`src/pds_pkg.sv`:
```
/*
 * Constants for the drive power state machine: APB register map,
 * control bit positions, option codes and reset values.
 * Assumes a 32-bit APB bus with word-aligned registers.
 */
package pds_pkg;
    localparam logic [7:0]  ADDR_CTRL      = 8'h00;
    localparam logic [7:0]  ADDR_OPTION    = 8'h04;
    localparam logic [7:0]  ADDR_STATE     = 8'h08;
    localparam logic [7:0]  ADDR_IRQ_STAT  = 8'h0C;
    localparam logic [7:0]  ADDR_IRQ_MASK  = 8'h10;
    // Control word bit positions
    localparam int          BIT_SWITCH_ON  = 0;
    localparam int          BIT_EN_VOLT    = 1;
    localparam int          BIT_QUICK_N    = 2;
    localparam int          BIT_EN_OP      = 3;
    localparam int          BIT_FAULT_RST  = 7;
    // Option register fields and codes; register reset values
    localparam int          QS_LSB         = 0;
    localparam int          ABORT_LSB      = 4;
    localparam logic [2:0]  QS_CODE_1      = 3'h1;
    localparam logic [2:0]  QS_CODE_3      = 3'h3;
    localparam logic [2:0]  QS_CODE_5      = 3'h5;
    localparam logic [2:0]  QS_CODE_7      = 3'h7;
    localparam logic [2:0]  ABORT_FAULT    = 3'h1;
    localparam logic [2:0]  ABORT_QSTOP    = 3'h3;
    localparam logic [15:0] CTRL_RESET     = 16'h0000;
    localparam logic [7:0]  OPTION_RESET   = 8'h02;
    // Interrupt status bits
    localparam int          IRQ_FAULT      = 0;
    localparam int          IRQ_QSTOP      = 1;
    localparam int          IRQ_DISABLED   = 2;
    localparam int          IRQ_W          = 3;

    typedef enum logic [3:0] {
        ST_START,
        ST_NOT_READY,
        ST_SWITCH_ON_DISABLED,
        ST_READY,
        ST_SWITCHED_ON,
        ST_OP_ENABLED,
        ST_QUICK_STOP,
        ST_FAULT_REACTION,
        ST_FAULT
    } power_drive_states_t;
endpackage

```
`src/power_drive_fsm.sv`:
```
/*
 * Drive power state machine with APB register slave and interrupt.
 * Assumes status inputs are synchronous to pclk and that the
 * quick stop, retract and deceleration functions report completion
 * with level or pulse inputs.
 */
`timescale 1ns/1ps

module power_drive_fsm
(
    input  wire logic        pclk,
    input  wire logic        presetn,
    input  wire logic        psel,
    input  wire logic        penable,
    input  wire logic        pwrite,
    input  wire logic [7:0]  paddr,
    input  wire logic [31:0] pwdata,
    output logic      [31:0] prdata,
    output logic             pready,
    output logic             pslverr,
    input  wire logic        init_done,
    input  wire logic        error_detected,
    input  wire logic        fault_cause,
    input  wire logic        main_power_on,
    input  wire logic        safe_torque_cutoff,
    input  wire logic        retract_trigger,
    input  wire logic        retract_done,
    input  wire logic        decel_done,
    input  wire logic        quick_stop_done,
    output logic             drive_enable,
    output logic             quick_stop_run,
    output logic             fault_reaction_run,
    output logic             irq
);
    pds_pkg::power_drive_states_t state;
    pds_pkg::power_drive_states_t next_state;
    logic [15:0]          ctrl;
    logic [15:0]          next_ctrl;
    logic [7:0]           option;
    logic [7:0]           next_option;
    logic [pds_pkg::IRQ_W-1:0] irq_stat;
    logic [pds_pkg::IRQ_W-1:0] next_irq_stat;
    logic [pds_pkg::IRQ_W-1:0] irq_mask;
    logic [pds_pkg::IRQ_W-1:0] next_irq_mask;
    logic [31:0]          next_prdata;
    logic                 next_pready;
    logic                 next_pslverr;
    logic                 next_irq;
    logic                 next_drive_enable;
    logic                 next_quick_stop_run;
    logic                 next_fault_reaction_run;
    logic                 cmd_shutdown;
    logic                 cmd_switch_on;
    logic                 cmd_enable_op;
    logic                 cmd_disable_volt;
    logic                 cmd_quick_stop;
    logic                 cmd_disable_op;
    logic                 cmd_fault_reset;
    logic                 fault_reset_q;
    logic [2:0]           qs_code;
    logic [2:0]           abort_code;
    logic                 power_fault;
    logic                 power_qstop;
    logic                 any_error;
    logic                 wr_acc;
    logic                 rd_acc;
    logic [pds_pkg::IRQ_W-1:0] irq_event;

    assign qs_code    = option[pds_pkg::QS_LSB +: 3];
    assign abort_code = option[pds_pkg::ABORT_LSB +: 3];
    assign wr_acc     = psel && penable && pwrite && !pready;
    assign rd_acc     = psel && penable && !pwrite && !pready;

    // Command decode; quick stop bit is active low
    always_comb
    begin
        cmd_fault_reset  = ctrl[pds_pkg::BIT_FAULT_RST] && !fault_reset_q;
        cmd_disable_volt = !ctrl[pds_pkg::BIT_FAULT_RST] && !ctrl[pds_pkg::BIT_EN_VOLT];
        cmd_quick_stop   = !ctrl[pds_pkg::BIT_FAULT_RST] && ctrl[pds_pkg::BIT_EN_VOLT]
                           && !ctrl[pds_pkg::BIT_QUICK_N];
        cmd_shutdown     = !ctrl[pds_pkg::BIT_FAULT_RST] && ctrl[pds_pkg::BIT_EN_VOLT]
                           && ctrl[pds_pkg::BIT_QUICK_N] && !ctrl[pds_pkg::BIT_SWITCH_ON];
        cmd_switch_on    = !ctrl[pds_pkg::BIT_FAULT_RST] && ctrl[pds_pkg::BIT_EN_VOLT]
                           && ctrl[pds_pkg::BIT_QUICK_N] && ctrl[pds_pkg::BIT_SWITCH_ON];
        cmd_enable_op    = cmd_switch_on && ctrl[pds_pkg::BIT_EN_OP];
        cmd_disable_op   = cmd_switch_on && !ctrl[pds_pkg::BIT_EN_OP];
    end

    // Power loss handling depends on abort option
    assign power_fault = !main_power_on && (abort_code == pds_pkg::ABORT_FAULT);
    assign power_qstop = !main_power_on && (abort_code == pds_pkg::ABORT_QSTOP);
    assign any_error   = error_detected || retract_trigger;

    always_comb
    begin
        next_state = state;
        unique case (state)
            pds_pkg::ST_START:
            begin
                if (init_done)
                    next_state = pds_pkg::ST_NOT_READY;
            end
            pds_pkg::ST_NOT_READY:
                next_state = pds_pkg::ST_SWITCH_ON_DISABLED;
            pds_pkg::ST_SWITCH_ON_DISABLED:
            begin
                if (cmd_shutdown && !safe_torque_cutoff)
                    next_state = pds_pkg::ST_READY;
            end
            pds_pkg::ST_READY:
            begin
                if (cmd_disable_volt || cmd_quick_stop || safe_torque_cutoff)
                    next_state = pds_pkg::ST_SWITCH_ON_DISABLED;
                else if (cmd_switch_on && main_power_on)
                    next_state = pds_pkg::ST_SWITCHED_ON;
            end
            pds_pkg::ST_SWITCHED_ON:
            begin
                if (cmd_disable_volt || cmd_quick_stop || safe_torque_cutoff)
                    next_state = pds_pkg::ST_SWITCH_ON_DISABLED;
                else if (cmd_shutdown)
                    next_state = pds_pkg::ST_READY;
                else if (cmd_enable_op && main_power_on)
                    next_state = pds_pkg::ST_OP_ENABLED;
            end
            pds_pkg::ST_OP_ENABLED:
            begin
                if (cmd_disable_volt || safe_torque_cutoff)
                    next_state = pds_pkg::ST_SWITCH_ON_DISABLED;
                else if (cmd_quick_stop || power_qstop)
                    next_state = pds_pkg::ST_QUICK_STOP;
                else if (cmd_shutdown)
                    next_state = pds_pkg::ST_READY;
                else if (cmd_disable_op || !main_power_on)
                    next_state = pds_pkg::ST_SWITCHED_ON;
            end
            pds_pkg::ST_QUICK_STOP:
            begin
                if (cmd_disable_volt || safe_torque_cutoff || !main_power_on)
                    next_state = pds_pkg::ST_SWITCH_ON_DISABLED;
                else if (quick_stop_done && qs_code >= pds_pkg::QS_CODE_1
                         && qs_code <= pds_pkg::QS_CODE_3)
                    next_state = pds_pkg::ST_SWITCH_ON_DISABLED;
                else if (cmd_enable_op && qs_code >= pds_pkg::QS_CODE_5
                         && qs_code <= pds_pkg::QS_CODE_7)
                    next_state = pds_pkg::ST_OP_ENABLED;
            end
            pds_pkg::ST_FAULT_REACTION:
            begin
                if (decel_done || retract_done)
                    next_state = pds_pkg::ST_FAULT;
            end
            pds_pkg::ST_FAULT:
            begin
                if (cmd_fault_reset && !fault_cause)
                    next_state = pds_pkg::ST_SWITCH_ON_DISABLED;
            end
            default:
                next_state = pds_pkg::ST_START;
        endcase
        // Error overrides everything outside start, fault reaction and fault; other commands fall through unchanged
        if ((any_error || power_fault) && state != pds_pkg::ST_START
            && state != pds_pkg::ST_FAULT_REACTION && state != pds_pkg::ST_FAULT)
            next_state = pds_pkg::ST_FAULT_REACTION;
    end

    // Drive outputs follow the next state so they line up with it
    always_comb
    begin
        next_drive_enable       = (next_state == pds_pkg::ST_OP_ENABLED)
                                  || (next_state == pds_pkg::ST_QUICK_STOP);
        next_quick_stop_run     = (next_state == pds_pkg::ST_QUICK_STOP);
        next_fault_reaction_run = (next_state == pds_pkg::ST_FAULT_REACTION);
    end

    // Register slave and sticky interrupts
    always_comb
    begin
        irq_event = '0;
        irq_event[pds_pkg::IRQ_FAULT]    = (next_state == pds_pkg::ST_FAULT_REACTION)
                                           && (state != pds_pkg::ST_FAULT_REACTION);
        irq_event[pds_pkg::IRQ_QSTOP]    = (next_state == pds_pkg::ST_QUICK_STOP)
                                           && (state != pds_pkg::ST_QUICK_STOP);
        irq_event[pds_pkg::IRQ_DISABLED] = (next_state == pds_pkg::ST_SWITCH_ON_DISABLED)
                                           && (state != pds_pkg::ST_SWITCH_ON_DISABLED);
        next_ctrl     = ctrl;
        next_option   = option;
        next_irq_mask = irq_mask;
        next_irq_stat = irq_stat;
        next_prdata   = prdata;
        next_pready   = 1'b0;
        next_pslverr  = 1'b0;
        if (wr_acc || rd_acc)
        begin
            next_pready = 1'b1;
            next_prdata = 32'h0000_0000;
            unique case (paddr)
                pds_pkg::ADDR_CTRL:
                begin
                    if (wr_acc)
                        next_ctrl = pwdata[15:0];
                    next_prdata = {16'h0000, ctrl};
                end
                pds_pkg::ADDR_OPTION:
                begin
                    if (wr_acc)
                        next_option = pwdata[7:0];
                    next_prdata = {24'h00_0000, option};
                end
                pds_pkg::ADDR_STATE:
                    next_prdata = {28'h000_0000, state};
                pds_pkg::ADDR_IRQ_STAT:
                begin
                    next_prdata = {29'h0000_0000, irq_stat};
                    if (rd_acc)
                        next_irq_stat = '0;
                end
                pds_pkg::ADDR_IRQ_MASK:
                begin
                    if (wr_acc)
                        next_irq_mask = pwdata[pds_pkg::IRQ_W-1:0];
                    next_prdata = {29'h0000_0000, irq_mask};
                end
                default:
                    next_pslverr = 1'b1;
            endcase
        end
        // Set wins over read-clear
        next_irq_stat = next_irq_stat | irq_event;
        next_irq      = |(next_irq_stat & next_irq_mask);
    end

    always_ff @(posedge pclk or negedge presetn)
    begin
        if (!presetn)
        begin
            state              <= pds_pkg::ST_START;
            ctrl               <= pds_pkg::CTRL_RESET;
            option             <= pds_pkg::OPTION_RESET;
            irq_stat           <= '0;
            irq_mask           <= '0;
            prdata             <= 32'h0000_0000;
            pready             <= 1'b0;
            pslverr            <= 1'b0;
            irq                <= 1'b0;
            drive_enable       <= 1'b0;
            quick_stop_run     <= 1'b0;
            fault_reaction_run <= 1'b0;
            fault_reset_q      <= 1'b0;
        end
        else
        begin
            state              <= next_state;
            ctrl               <= next_ctrl;
            option             <= next_option;
            irq_stat           <= next_irq_stat;
            irq_mask           <= next_irq_mask;
            prdata             <= next_prdata;
            pready             <= next_pready;
            pslverr            <= next_pslverr;
            irq                <= next_irq;
            drive_enable       <= next_drive_enable;
            quick_stop_run     <= next_quick_stop_run;
            fault_reaction_run <= next_fault_reaction_run;
            // Fault reset acts on the rising edge of the bit only
            fault_reset_q      <= ctrl[pds_pkg::BIT_FAULT_RST];
        end
    end

    boot_auto_a: assert property (@(posedge pclk) disable iff (!presetn)
        state == pds_pkg::ST_NOT_READY |=> state == pds_pkg::ST_SWITCH_ON_DISABLED)
        else $error("start-up did not reach switch-on-disabled");
    cutoff_block_a: assert property (@(posedge pclk) disable iff (!presetn)
        state == pds_pkg::ST_SWITCH_ON_DISABLED && safe_torque_cutoff
        |=> state != pds_pkg::ST_READY)
        else $error("shutdown accepted under torque cutoff");
    power_gate_a: assert property (@(posedge pclk) disable iff (!presetn)
        state == pds_pkg::ST_READY && !main_power_on |=> state != pds_pkg::ST_SWITCHED_ON)
        else $error("switch on without main power");
    disable_op_a: assert property (@(posedge pclk) disable iff (!presetn)
        state == pds_pkg::ST_OP_ENABLED && cmd_disable_op && !any_error && !safe_torque_cutoff
        |=> state == pds_pkg::ST_SWITCHED_ON)
        else $error("disable operation not honoured");
    volt_off_a: assert property (@(posedge pclk) disable iff (!presetn)
        state == pds_pkg::ST_OP_ENABLED && cmd_disable_volt && !any_error && !power_fault
        |=> state == pds_pkg::ST_SWITCH_ON_DISABLED ##1 !drive_enable)
        else $error("disable voltage did not stop drive");
    qstop_entry_a: assert property (@(posedge pclk) disable iff (!presetn)
        state == pds_pkg::ST_OP_ENABLED && cmd_quick_stop && !cmd_disable_volt
        && !safe_torque_cutoff && !any_error && !power_fault
        |=> state == pds_pkg::ST_QUICK_STOP ##1 quick_stop_run)
        else $error("quick stop not entered");
    qstop_exit_a: assert property (@(posedge pclk) disable iff (!presetn)
        state == pds_pkg::ST_QUICK_STOP && quick_stop_done && qs_code == pds_pkg::QS_CODE_1
        && !any_error && !power_fault |=> state == pds_pkg::ST_SWITCH_ON_DISABLED)
        else $error("quick stop completion ignored");
    qstop_hold_a: assert property (@(posedge pclk) disable iff (!presetn)
        state == pds_pkg::ST_QUICK_STOP && qs_code < pds_pkg::QS_CODE_5
        |=> state != pds_pkg::ST_OP_ENABLED)
        else $error("quick stop left on enable with low code");
    fault_entry_a: assert property (@(posedge pclk) disable iff (!presetn)
        state == pds_pkg::ST_OP_ENABLED && error_detected
        |=> state == pds_pkg::ST_FAULT_REACTION ##1 fault_reaction_run)
        else $error("error did not start fault reaction");
    fault_done_a: assert property (@(posedge pclk) disable iff (!presetn)
        state == pds_pkg::ST_FAULT_REACTION && decel_done
        |=> state == pds_pkg::ST_FAULT ##1 !drive_enable)
        else $error("fault reaction did not finish");
    fault_keep_a: assert property (@(posedge pclk) disable iff (!presetn)
        state == pds_pkg::ST_FAULT && fault_cause |=> state == pds_pkg::ST_FAULT)
        else $error("fault cleared with cause present");
endmodule

```
`config.mk`:
```
export PLATFORM = sky130hd
export DESIGN_NAME = power_drive_fsm
export DESIGN_NICKNAME = d
export VERILOG_FILES = /design/src/pds_pkg.sv /design/src/power_drive_fsm.sv
export SDC_FILE = /design/constraint.sdc
export NUM_CORES = 1
export LEC_CHECK = 0
export BUFFER_PORTS_ARGS = -buffer_cell sky130_fd_sc_hd__buf_4
export CORE_MARGIN = 8
export CORE_UTILIZATION = 40
export CTS_CLUSTER_SIZE = 12
export DETAILED_ROUTE_END_ITERATION = 8
export GPL_TIMING_DRIVEN = 0
export HOLD_SLACK_MARGIN = 0.06
export MAX_ROUTING_LAYER = met4
export PLACE_DENSITY_LB_ADDON = 0.08
export SLEW_MARGIN = 5
export SYNTH_ARGS = -nofsm -noshare
export SYNTH_HDL_FRONTEND = slang
export SYNTH_SLANG_ARGS = --single-unit
export TNS_END_PERCENT = 20
```
`constraint.sdc`:
```
create_clock -name pclk -period 3 [get_ports pclk]
set_clock_uncertainty 0.15 [all_clocks]
set_input_delay 0.6 -clock pclk [delete_from_list [all_inputs] [get_ports pclk]]
set_output_delay 0.6 -clock pclk [all_outputs]
set_load 0.03 [all_outputs]
```
==> flow_summary.yaml, run 1 <==
detailed_routing:
  routed_wl_um: 7970
  vias: 2427
  ant_nets: 0
  drt_first_pass_iters: 4
  via_per_inst: 5.12
  avgRoutedWirePerCell_um: 16.8
  drt-initial-drc-count: 143
  drc: 0
setup_path:
  path_max_fanout: 9
  cp_common_cell: "or4_4"
  cp_num_buf_inv: 2
  slowest_stage: "or4_4"
  crit_type: "input pin to register"
  worstPathArrival_ns: 2.98
  reg2reg_to: "irq$_DFF_PN0_"
  r2r_start: "ctrl[1]$_DFFE_PN0P_"
  endpoint: "irq$_DFF_PN0_"
  path_cells: "buf_4, or4_4, or3_1, buf_6, or4_4, a21boi_2, o221ai_1, a41oi_2, o31ai_1"
  reg2reg_depth: 6
  slowest_delay_ns: 0.56
  start_kind: "input pin"
  ff2ff_setup_slack_ns: 0.28
  crit_path_end_kind: "register"
  cp.depth: 9
  critPathLaunch: "paddr[7]"
  critPathTopFamily: "simple AND/OR/NAND/NOR gates"
  cp_data_required_time_ns: 3.07
cells_and_area:
  layout.nets: 424
  n_fill_cell: 691
  num_antenna_cells: 0
  syn_to_final_growth_pct: 28.4
  stdcell_count: 474
  final_cell_mix: "buf_4 (75), dfrtp_1 (56), nand2_1 (34)"
  seqCellArea_sq_mm: 0.00143
  multi_input_area_sq_mm: 0.00139
  drive_gt1_frac: 0.352
  layout_commonest_cell: "buf_4"
grt:
  grt_overflow: 0
  grtUsageTotal: 0.162
  gr-max-usage-layer: "met2"
  use_met2: 0.225
  grt_pass1_vias: 2419
  antenna_found_initial: 0
  grt_pass1_wl_um: 12700
  met1_usage: 0.214
  use_met3: 0.0422
  grt_max_degree: 58
yosys:
  ys_ff_latch: 57
  ys.flop_type: "dfrtp_1"
  synth_edf_count: 0
  synthArstFlopShare: 1.00
  ys_seq_area_frac: 0.483
  synth.avg_cell_area_sq_um: 10.3
  syn_area_sq_mm: 0.00296
  ys_warn_count: 0
  synth.distinct_cells: 54
  syn_inst: 286
floorplan:
  ios: 92
  die_w_um: 102
  core_area_sq_mm: 0.00721
  die_h_um: 102
  row_count: 31
  design.die.area_sq_mm: 0.0104
  initial_core_util: 0.410
pwr:
  pwr_density_cell_mw_per_mm2: 598
  max-vdd-ir-drop_uv: 251
  power.leakage_nw: 1.85
clock_tree:
  cts_buffers: 9
  clk_path_buf_depth: 2
  clk_pin_slew_ns: 0.08
  clock_latency_ns: 0.35
  cts_sinks: 57
  cts-root-buf: "clkbuf_8"
  cts_tree: "built"
  ctsHoldBuffers: 0
  htreeDepth: 3
  post_cts_buffers: 0
job:
  maxCapViolCount: 0
placed_design:
  preCtsSetupSlack_ns: -0.347
  io_buffers: 58
  place_hpwl_um: 5740
  gp_congestion: 0.928
  dp_cells: 458
sta:
  tightest_slew_ns: 0.741
  max-slew-margin-rel: 0.506
  worst_slack_ns: 0.0844
  grt_setup_unrepaired: "false"
  finalSetupViolCount: 0
  period_minus_slack_ns: 2.92
  finalMaxSlewViolations: 0
  max_freq_ghz: 0.343
  hold_ws_ns: 0.133
  final_hold_viol_count: 0
  finalCritPeriodShare: 0.972
worst_hold_path:
  hold_path_class: "input pin to asynchronous set/reset pin"
run_status:
  status: "finished, final reports clean"
-- repair_timing --
| action | CTS | global route |
|---|---|---|
| setup endpoints to repair | 0 | 17 |
| hold endpoints to repair | 0 | 0 |
| gates resized for setup | 0 | 4 |
-- through the flow --
step,power [W],setup TNS [ns],utilization,area (sq um)
global placement,0.00151,-5.53,0.495,3570
detailed placement,0.00151,-5.34,0.495,3570
global route,0.00237,0,0.526,3800
finish,0.00227,0,0.526,3800
floorplan,0.00131,0,-,3010
CTS,0.00226,0,0.524,3780
-- area by class of cell --
class | instances | share of cell area
plain buffers | 29 | 0.0478
clock buffers | 10 | 0.0363
clock inverters | 6 | 0.0178
inverters | 8 | 0.00791
multi-input cells | 207 | 0.367
flip-flops and latches | 57 | 0.376
well taps | 99 | 0.0326
repair buffers | 58 | 0.115
-- cell usage after synthesis (all sizes together) (2+ instances only) --
library cell | instances | area (sq um)
nor2 | 16 | 60.1
a31oi | 3 | 18.8
dfrtp | 56 | 1400
nand4 | 2 | 12.5
nor4bb | 2 | 20.0
or3 | 6 | 37.5
a22o | 2 | 17.5
nand2 | 34 | 128
a22oi | 3 | 22.5
o31ai | 3 | 22.5
mux2 | 27 | 304
nand3 | 12 | 60.1
nor4b | 4 | 41.3
o21ai | 12 | 60.1
nor3 | 9 | 50.1
nand2b | 4 | 25.0
mux2i | 8 | 80.1
o22ai | 2 | 12.5
and3 | 2 | 12.5
or4 | 4 | 37.5
or2 | 2 | 12.5
buf | 20 | 145
clkbuf | 9 | 33.8
nor4 | 4 | 40.0
a221oi | 2 | 17.5
and3b | 2 | 17.5
nand4b | 2 | 17.5
a21boi | 2 | 18.8
nor3b | 4 | 30.0
a21oi | 6 | 30.0
inv | 7 | 26.3
-- kinds of logic after synthesis --
kind of cell / synth area share
compound gates: 0.0995
xor+xnor: 0.00296
buf+inv: 0.0707
flops: 0.483
mux: 0.130
other cells: 0.00127
simple gates: 0.213
-- how the worst min path moves through the flow --
stage / endpoint / depth (start not counted)
CTS: state[3]$_DFF_PN0_ / 1
finish: state[3]$_DFF_PN0_ / 1
global placement: fault_reset_q$_DFF_PN0_ / 0
global route: state[3]$_DFF_PN0_ / 1
floorplan: ctrl[0]$_DFFE_PN0P_ / 0
detailed placement: fault_reset_q$_DFF_PN0_ / 0
-- state kept, by name, summed over array words and instances (netlist names) --
register	count
ctrl	16
prdata	16
option	8
state	4
irq_mask	3
irq_stat	3
drive_enable	1
fault_reaction_run	1
fault_reset_q	1
irq	1
pready	1
pslverr	1
quick_stop_run	1
-- power by group --
| part | switching (W) | total (W) | internal [W] |
|---|---|---|---|
| logic | 0.000410 | 0.000649 | 0.000239 |
| clock network | 0.000349 | 0.000756 | 0.000407 |
| registers | 0.0000369 | 0.000865 | 0.000828 |
-- per-layer routing --
layer | up-vias | routed length (um)
met3 | 14 | 573
met5 | - | 0
met2 | 91 | 3430
li1 | 1168 | -
met1 | 1154 | 3820
met4 | 0 | 150
No activity file was read; power rests on OpenSTA's default activity.
==> run 2, diff against run 1 <==
--- a/config.mk
+++ b/config.mk
@@ -14,6 +14,7 @@
 export HOLD_SLACK_MARGIN = 0.06
 export MAX_ROUTING_LAYER = met4
 export PLACE_DENSITY_LB_ADDON = 0.08
+export RECOVER_POWER = 25
 export SLEW_MARGIN = 5
 export SYNTH_ARGS = -nofsm -noshare
 export SYNTH_HDL_FRONTEND = slang
==> run 2 against run 1 <==
Wire length about the same; utilization about the same; non-clock buffer count did not move; global-route usage unchanged; cell count stayed put; sequential power is essentially flat; power about the same; sequential cell count unchanged; clock power barely moved; final area barely moved; via count about the same; critical path type unchanged; critical endpoint unchanged; largest power group unchanged.
==> flow_summary.yaml, run 2 (same netlist as run 1, synthesis figures left out) <==
run_status:
  status: "finished, final reports clean"
cells_and_area:
  layout_commonest_cell: "buf_4"
  drive_gt1_frac: 0.352
  final_area_sq_mm: 0.00379
  final_util: 0.526
  layout.nets: 424
  final_cell_mix: "buf_4 (74), dfrtp_1 (56), nand2_1 (34)"
  num_antenna_cells: 0
  syn_to_final_growth_pct: 28.3
  top_regs: "ctrl (16), prdata (16), option (8)"
setup_path:
  reg2reg_depth: 6
  cp_data_required_time_ns: 3.07
  crit_path_end_kind: "register"
  cp_num_buf_inv: 2
  ff2ff_setup_slack_ns: 0.27
  reg2reg_to: "irq$_DFF_PN0_"
  slowest_stage: "or4_4"
  cp_common_cell: "or4_4"
  path_cells: "buf_4, or4_4, or3_1, buf_6, or4_4, a21boi_2, o221ai_1, a41oi_2, o31ai_1"
  path_max_fanout: 9
  start_kind: "input pin"
  critPathTopFamily: "simple AND/OR/NAND/NOR gates"
  worstPathArrival_ns: 2.98
  slowest_delay_ns: 0.56
  r2r_start: "ctrl[1]$_DFFE_PN0P_"
  crit_type: "input pin to register"
placed_design:
  placed_cell_area_sq_mm: 0.00357
  place_hpwl_um: 5740
  gp_congestion: 0.928
  io_buffers: 58
  preCtsSetupSlack_ns: -0.347
sta:
  grt_setup_unrepaired: "false"
  worst_slack_ns: 0.0828
  finalCritPeriodShare: 0.972
  tightest_slew_ns: 1.45
  finalMaxSlewViolations: 0
  final_hold_viol_count: 0
  finalSetupViolCount: 0
  max_freq_ghz: 0.343
  period_minus_slack_ns: 2.92
  max-slew-margin-rel: 0.0315
pwr:
  max-vdd-ir-drop_uv: 251
  pwr_density_cell_mw_per_mm2: 598
  power.leakage_nw: 1.85
floorplan:
  ios: 92
  design.die.area_sq_mm: 0.0104
  initial_core_util: 0.410
  die_w_um: 102
  row_count: 31
  die_h_um: 102
  core_area_sq_mm: 0.00721
worst_hold_path:
  worstHoldStart: "ctrl[7]$_DFFE_PN0P_"
  min_to: "fault_reset_q$_DFF_PN0_"
  min_path_cells: 0
  hold_path_class: "register to register"
grt:
  grt_pass1_wl_um: 12700
  grt_pass1_vias: 2419
  grtUsageTotal: 0.162
  grt_max_degree: 58
  antenna_found_initial: 0
  grt_overflow: 0
detailed_routing:
  routed_wl_um: 7970
  ant_nets: 0
  drt_first_pass_iters: 4
  vias: 2426
  via_per_inst: 5.12
  drc: 0
  avgRoutedWirePerCell_um: 16.8
  drt-initial-drc-count: 143
clock_tree:
  clk_pin_slew_ns: 0.08
  cts_sinks: 57
  cts_buffers: 9
  cts-root-buf: "clkbuf_8"
  htreeDepth: 3
  post_cts_buffers: 0
  cts_tree: "built"
  clock_latency_ns: 0.35
  clk_path_buf_depth: 2
job:
  maxCapViolCount: 0
## run 2: changes by cell type in the layout (fill, tap and decap cells not counted), sizes merged
cell | before | now
buf | 78 | 77
clkbuf | 19 | 20
## run 2: layout make-up
class / instances / area, sq um
fill: 691 / 3420
sequential: 57 / 1430
multi-input combinational: 207 / 1390
timing repair buffer: 58 / 433
buffer: 29 / 181
clock buffer: 10 / 138
tap: 99 / 124
clock inverter: 6 / 67.6
inverter: 8 / 30.0
## run 2: through the flow
step | hold slack [ns] | instances | total power, W | TNS (ns)
floorplan | 0.154 | 301 | 0.00131 | 0
detailed placement | 0.248 | 458 | 0.00151 | -5.34
finish | 0.271 | 474 | 0.00227 | 0
CTS | 0.195 | 474 | 0.00226 | 0
global route | 0.280 | 474 | 0.00237 | 0
global placement | 0.251 | 458 | 0.00151 | -5.53
## run 2: how the worst max path moves through the flow
stage | startpoint | depth (start not counted) | end
finish | paddr[7] | 9 | irq$_DFF_PN0_
detailed placement | paddr[7] | 6 | option[3]$_DFFE_PN0P_
global route | paddr[7] | 7 | ctrl[12]$_DFFE_PN0P_
global placement | paddr[7] | 6 | option[7]$_DFFE_PN0P_
CTS | paddr[7] | 6 | option[3]$_DFFE_PN0P_
floorplan | paddr[7] | 8 | irq$_DFF_PN0_
## run 2: repair_timing
action,CTS,global route
hold buffers,0,0
resized for setup,0,4
setup endpoints to repair,0,17
## run 2: routing by layer
metal	vias to the layer above	GRT usage	part of all wire
li1	1168	-	-
met1	1153	0.214	0.48
met2	91	0.225	0.43
met3	14	0.0422	0.072
met4	0	0.0779	0.019
met5	-	-	0
## run 2: power breakdown
part,internal (W),leakage [nW],switching (W),total (W)
clock,0.000407,0.0985,0.000349,0.000756
combinational,0.000239,0.991,0.000410,0.000648
sequential,0.000828,0.758,0.0000369,0.000865
==> run 3, diff against run 2 <==
--- a/config.mk
+++ b/config.mk
@@ -7,7 +7,7 @@
 export LEC_CHECK = 0
 export BUFFER_PORTS_ARGS = -buffer_cell sky130_fd_sc_hd__buf_4
 export CORE_MARGIN = 8
-export CORE_UTILIZATION = 40
+export CORE_UTILIZATION = 49
 export CTS_CLUSTER_SIZE = 12
 export DETAILED_ROUTE_END_ITERATION = 8
 export GPL_TIMING_DRIVEN = 0
==> run 3 against run 2 <==
First-iteration DRC count shrank 15%; clock-buffer cell count is 1 lower; clock power decreased by 16%; wire length down 5.9%; worst setup slack improved by 0.091 ns; sequential power about the same; utilization grew 11 points; largest power group unchanged; highest routed layer unchanged.
==> flow_summary.yaml, run 3 (same netlist as run 1, synthesis figures left out) <==
run_status:
  status: "finished, final reports clean"
pwr:
  pwr_density_cell_mw_per_mm2: 570
  max-vdd-ir-drop_uv: 477
  report.power.total_w: 0.00214
  power.leakage_nw: 1.85
setup_path:
  path_max_fanout: 9
  worstPathArrival_ns: 2.89
  cp_data_required_time_ns: 3.07
  crit_type: "input pin to register"
  crit_path_end_kind: "register"
  start_kind: "input pin"
cells_and_area:
  layout.nets: 428
  n_fill_cell: 509
  top_regs: "ctrl (16), prdata (16), option (8)"
  final_cell_mix: "buf_4 (78), dfrtp_1 (56), nand2_1 (34)"
  final_area_sq_mm: 0.00375
  num_antenna_cells: 0
  drive_gt1_frac: 0.356
  seqCellArea_sq_mm: 0.00143
  layout_commonest_cell: "buf_4"
  syn_to_final_growth_pct: 26.9
  multi_input_area_sq_mm: 0.00139
placed_design:
  placed_cell_area_sq_mm: 0.00354
  io_buffers: 58
  gp_congestion: 0.892
  place_hpwl_um: 5520
clock_tree:
  clk_path_buf_depth: 2
  ctsHoldBuffers: 0
  clock_latency_ns: 0.34
  htreeDepth: 3
  clk_pin_slew_ns: 0.07
  cts_buffers: 9
  cts_sinks: 57
  cts_tree: "built"
  cts-root-buf: "clkbuf_8"
grt:
  grt_max_degree: 58
  grt_pass1_vias: 2433
  antenna_found_initial: 0
  grtUsageTotal: 0.185
  grt_overflow: 0
  grt_pass1_wl_um: 12300
floorplan:
  die_h_um: 93.7
  initial_core_util: 0.502
  die_w_um: 93.7
  core_area_sq_mm: 0.00589
  design.die.area_sq_mm: 0.00878
  ios: 92
  row_count: 28
sta:
  max_freq_ghz: 0.354
  grt_setup_unrepaired: "false"
  tightest_slew_ns: 1.39
  period_minus_slack_ns: 2.83
  max-slew-margin-rel: 0.0710
  final_hold_viol_count: 0
  finalMaxSlewViolations: 0
  tns_ns: 0
  finalCritPeriodShare: 0.942
  finalSetupViolCount: 0
job:
  maxCapViolCount: 0
detailed_routing:
  drt_first_pass_iters: 5
  avgRoutedWirePerCell_um: 16.5
  ant_nets: 0
  drt-initial-drc-count: 122
  drc: 0
  via_per_inst: 5.43
  vias: 2467
  routed_wl_um: 7500
worst_hold_path:
  hold_path_class: "register to register"
run 3: power by group:
part,switching [W],internal (W)
sequential,0.0000341,0.000828
combinational,0.000403,0.000238
clock,0.000338,0.000297
run 3: path summary, 6_finish.rpt:
check	startpoint	to	slack [ns]	cells after the start
max in group asynchronous	presetn	option[5]$_DFFE_PN0P_	1.44	1
min in group asynchronous	presetn	fault_reaction_run$_DFF_PN0_	0.43	1
max	paddr[7]	irq$_DFF_PN0_	0.17	9
min	ctrl[7]$_DFFE_PN0P_	fault_reset_q$_DFF_PN0_	0.26	0
min reg2reg	ctrl[7]$_DFFE_PN0P_	fault_reset_q$_DFF_PN0_	0.26	0
max reg2reg	ctrl[2]$_DFFE_PN0P_	irq$_DFF_PN0_	0.33	6
run 3: critical path, stage by stage:
cell and delay [ns]:
buf_4 0.11, or4_4 0.55, or3_1 0.34, buf_6 0.16, or4_4 0.56, a21boi_2 0.18, o221ai_1 0.13, a41oi_1 0.17
o31ai_1 0.09
run 3: stage by stage:
stage	util	std cells	hold WS (ns)	setup slack [ns]
after floorplan	-	301	0.154	0.0684
after global placement	0.602	434	0.249	-0.359
after detailed placement	0.602	434	0.250	-0.395
after CTS	0.633	450	0.190	0.0703
after global routing	0.637	454	0.278	0.0593
final	0.637	454	0.259	0.174
run 3: area by class of cell:
type | count | area share
inverter | 8 | 0.00801
sequential | 57 | 0.381
clock buffer | 9 | 0.0330
clock inverter | 7 | 0.0123
timing repair buffer | 62 | 0.123
tap | 75 | 0.0250
buffer | 29 | 0.0484
multi-input combinational | 207 | 0.369
run 3: what timing repair did:
action	4_1_cts	5_1_grt
setup endpoints to repair	16	7
gates resized for setup	2	0
pin swaps	0	1
hold endpoints to repair	0	0
setup buffers	0	4
run 3: per-layer routing:
| metal | vias to the layer above | track usage | wire, um |
|---|---|---|---|
| li1 | 1177 | - | - |
| met4 | 0 | 0.0779 | 137 |
| met3 | 13 | 0.0488 | 721 |
| met5 | - | - | 0 |
| met2 | 109 | 0.260 | 3310 |
| met1 | 1168 | 0.245 | 3330 |
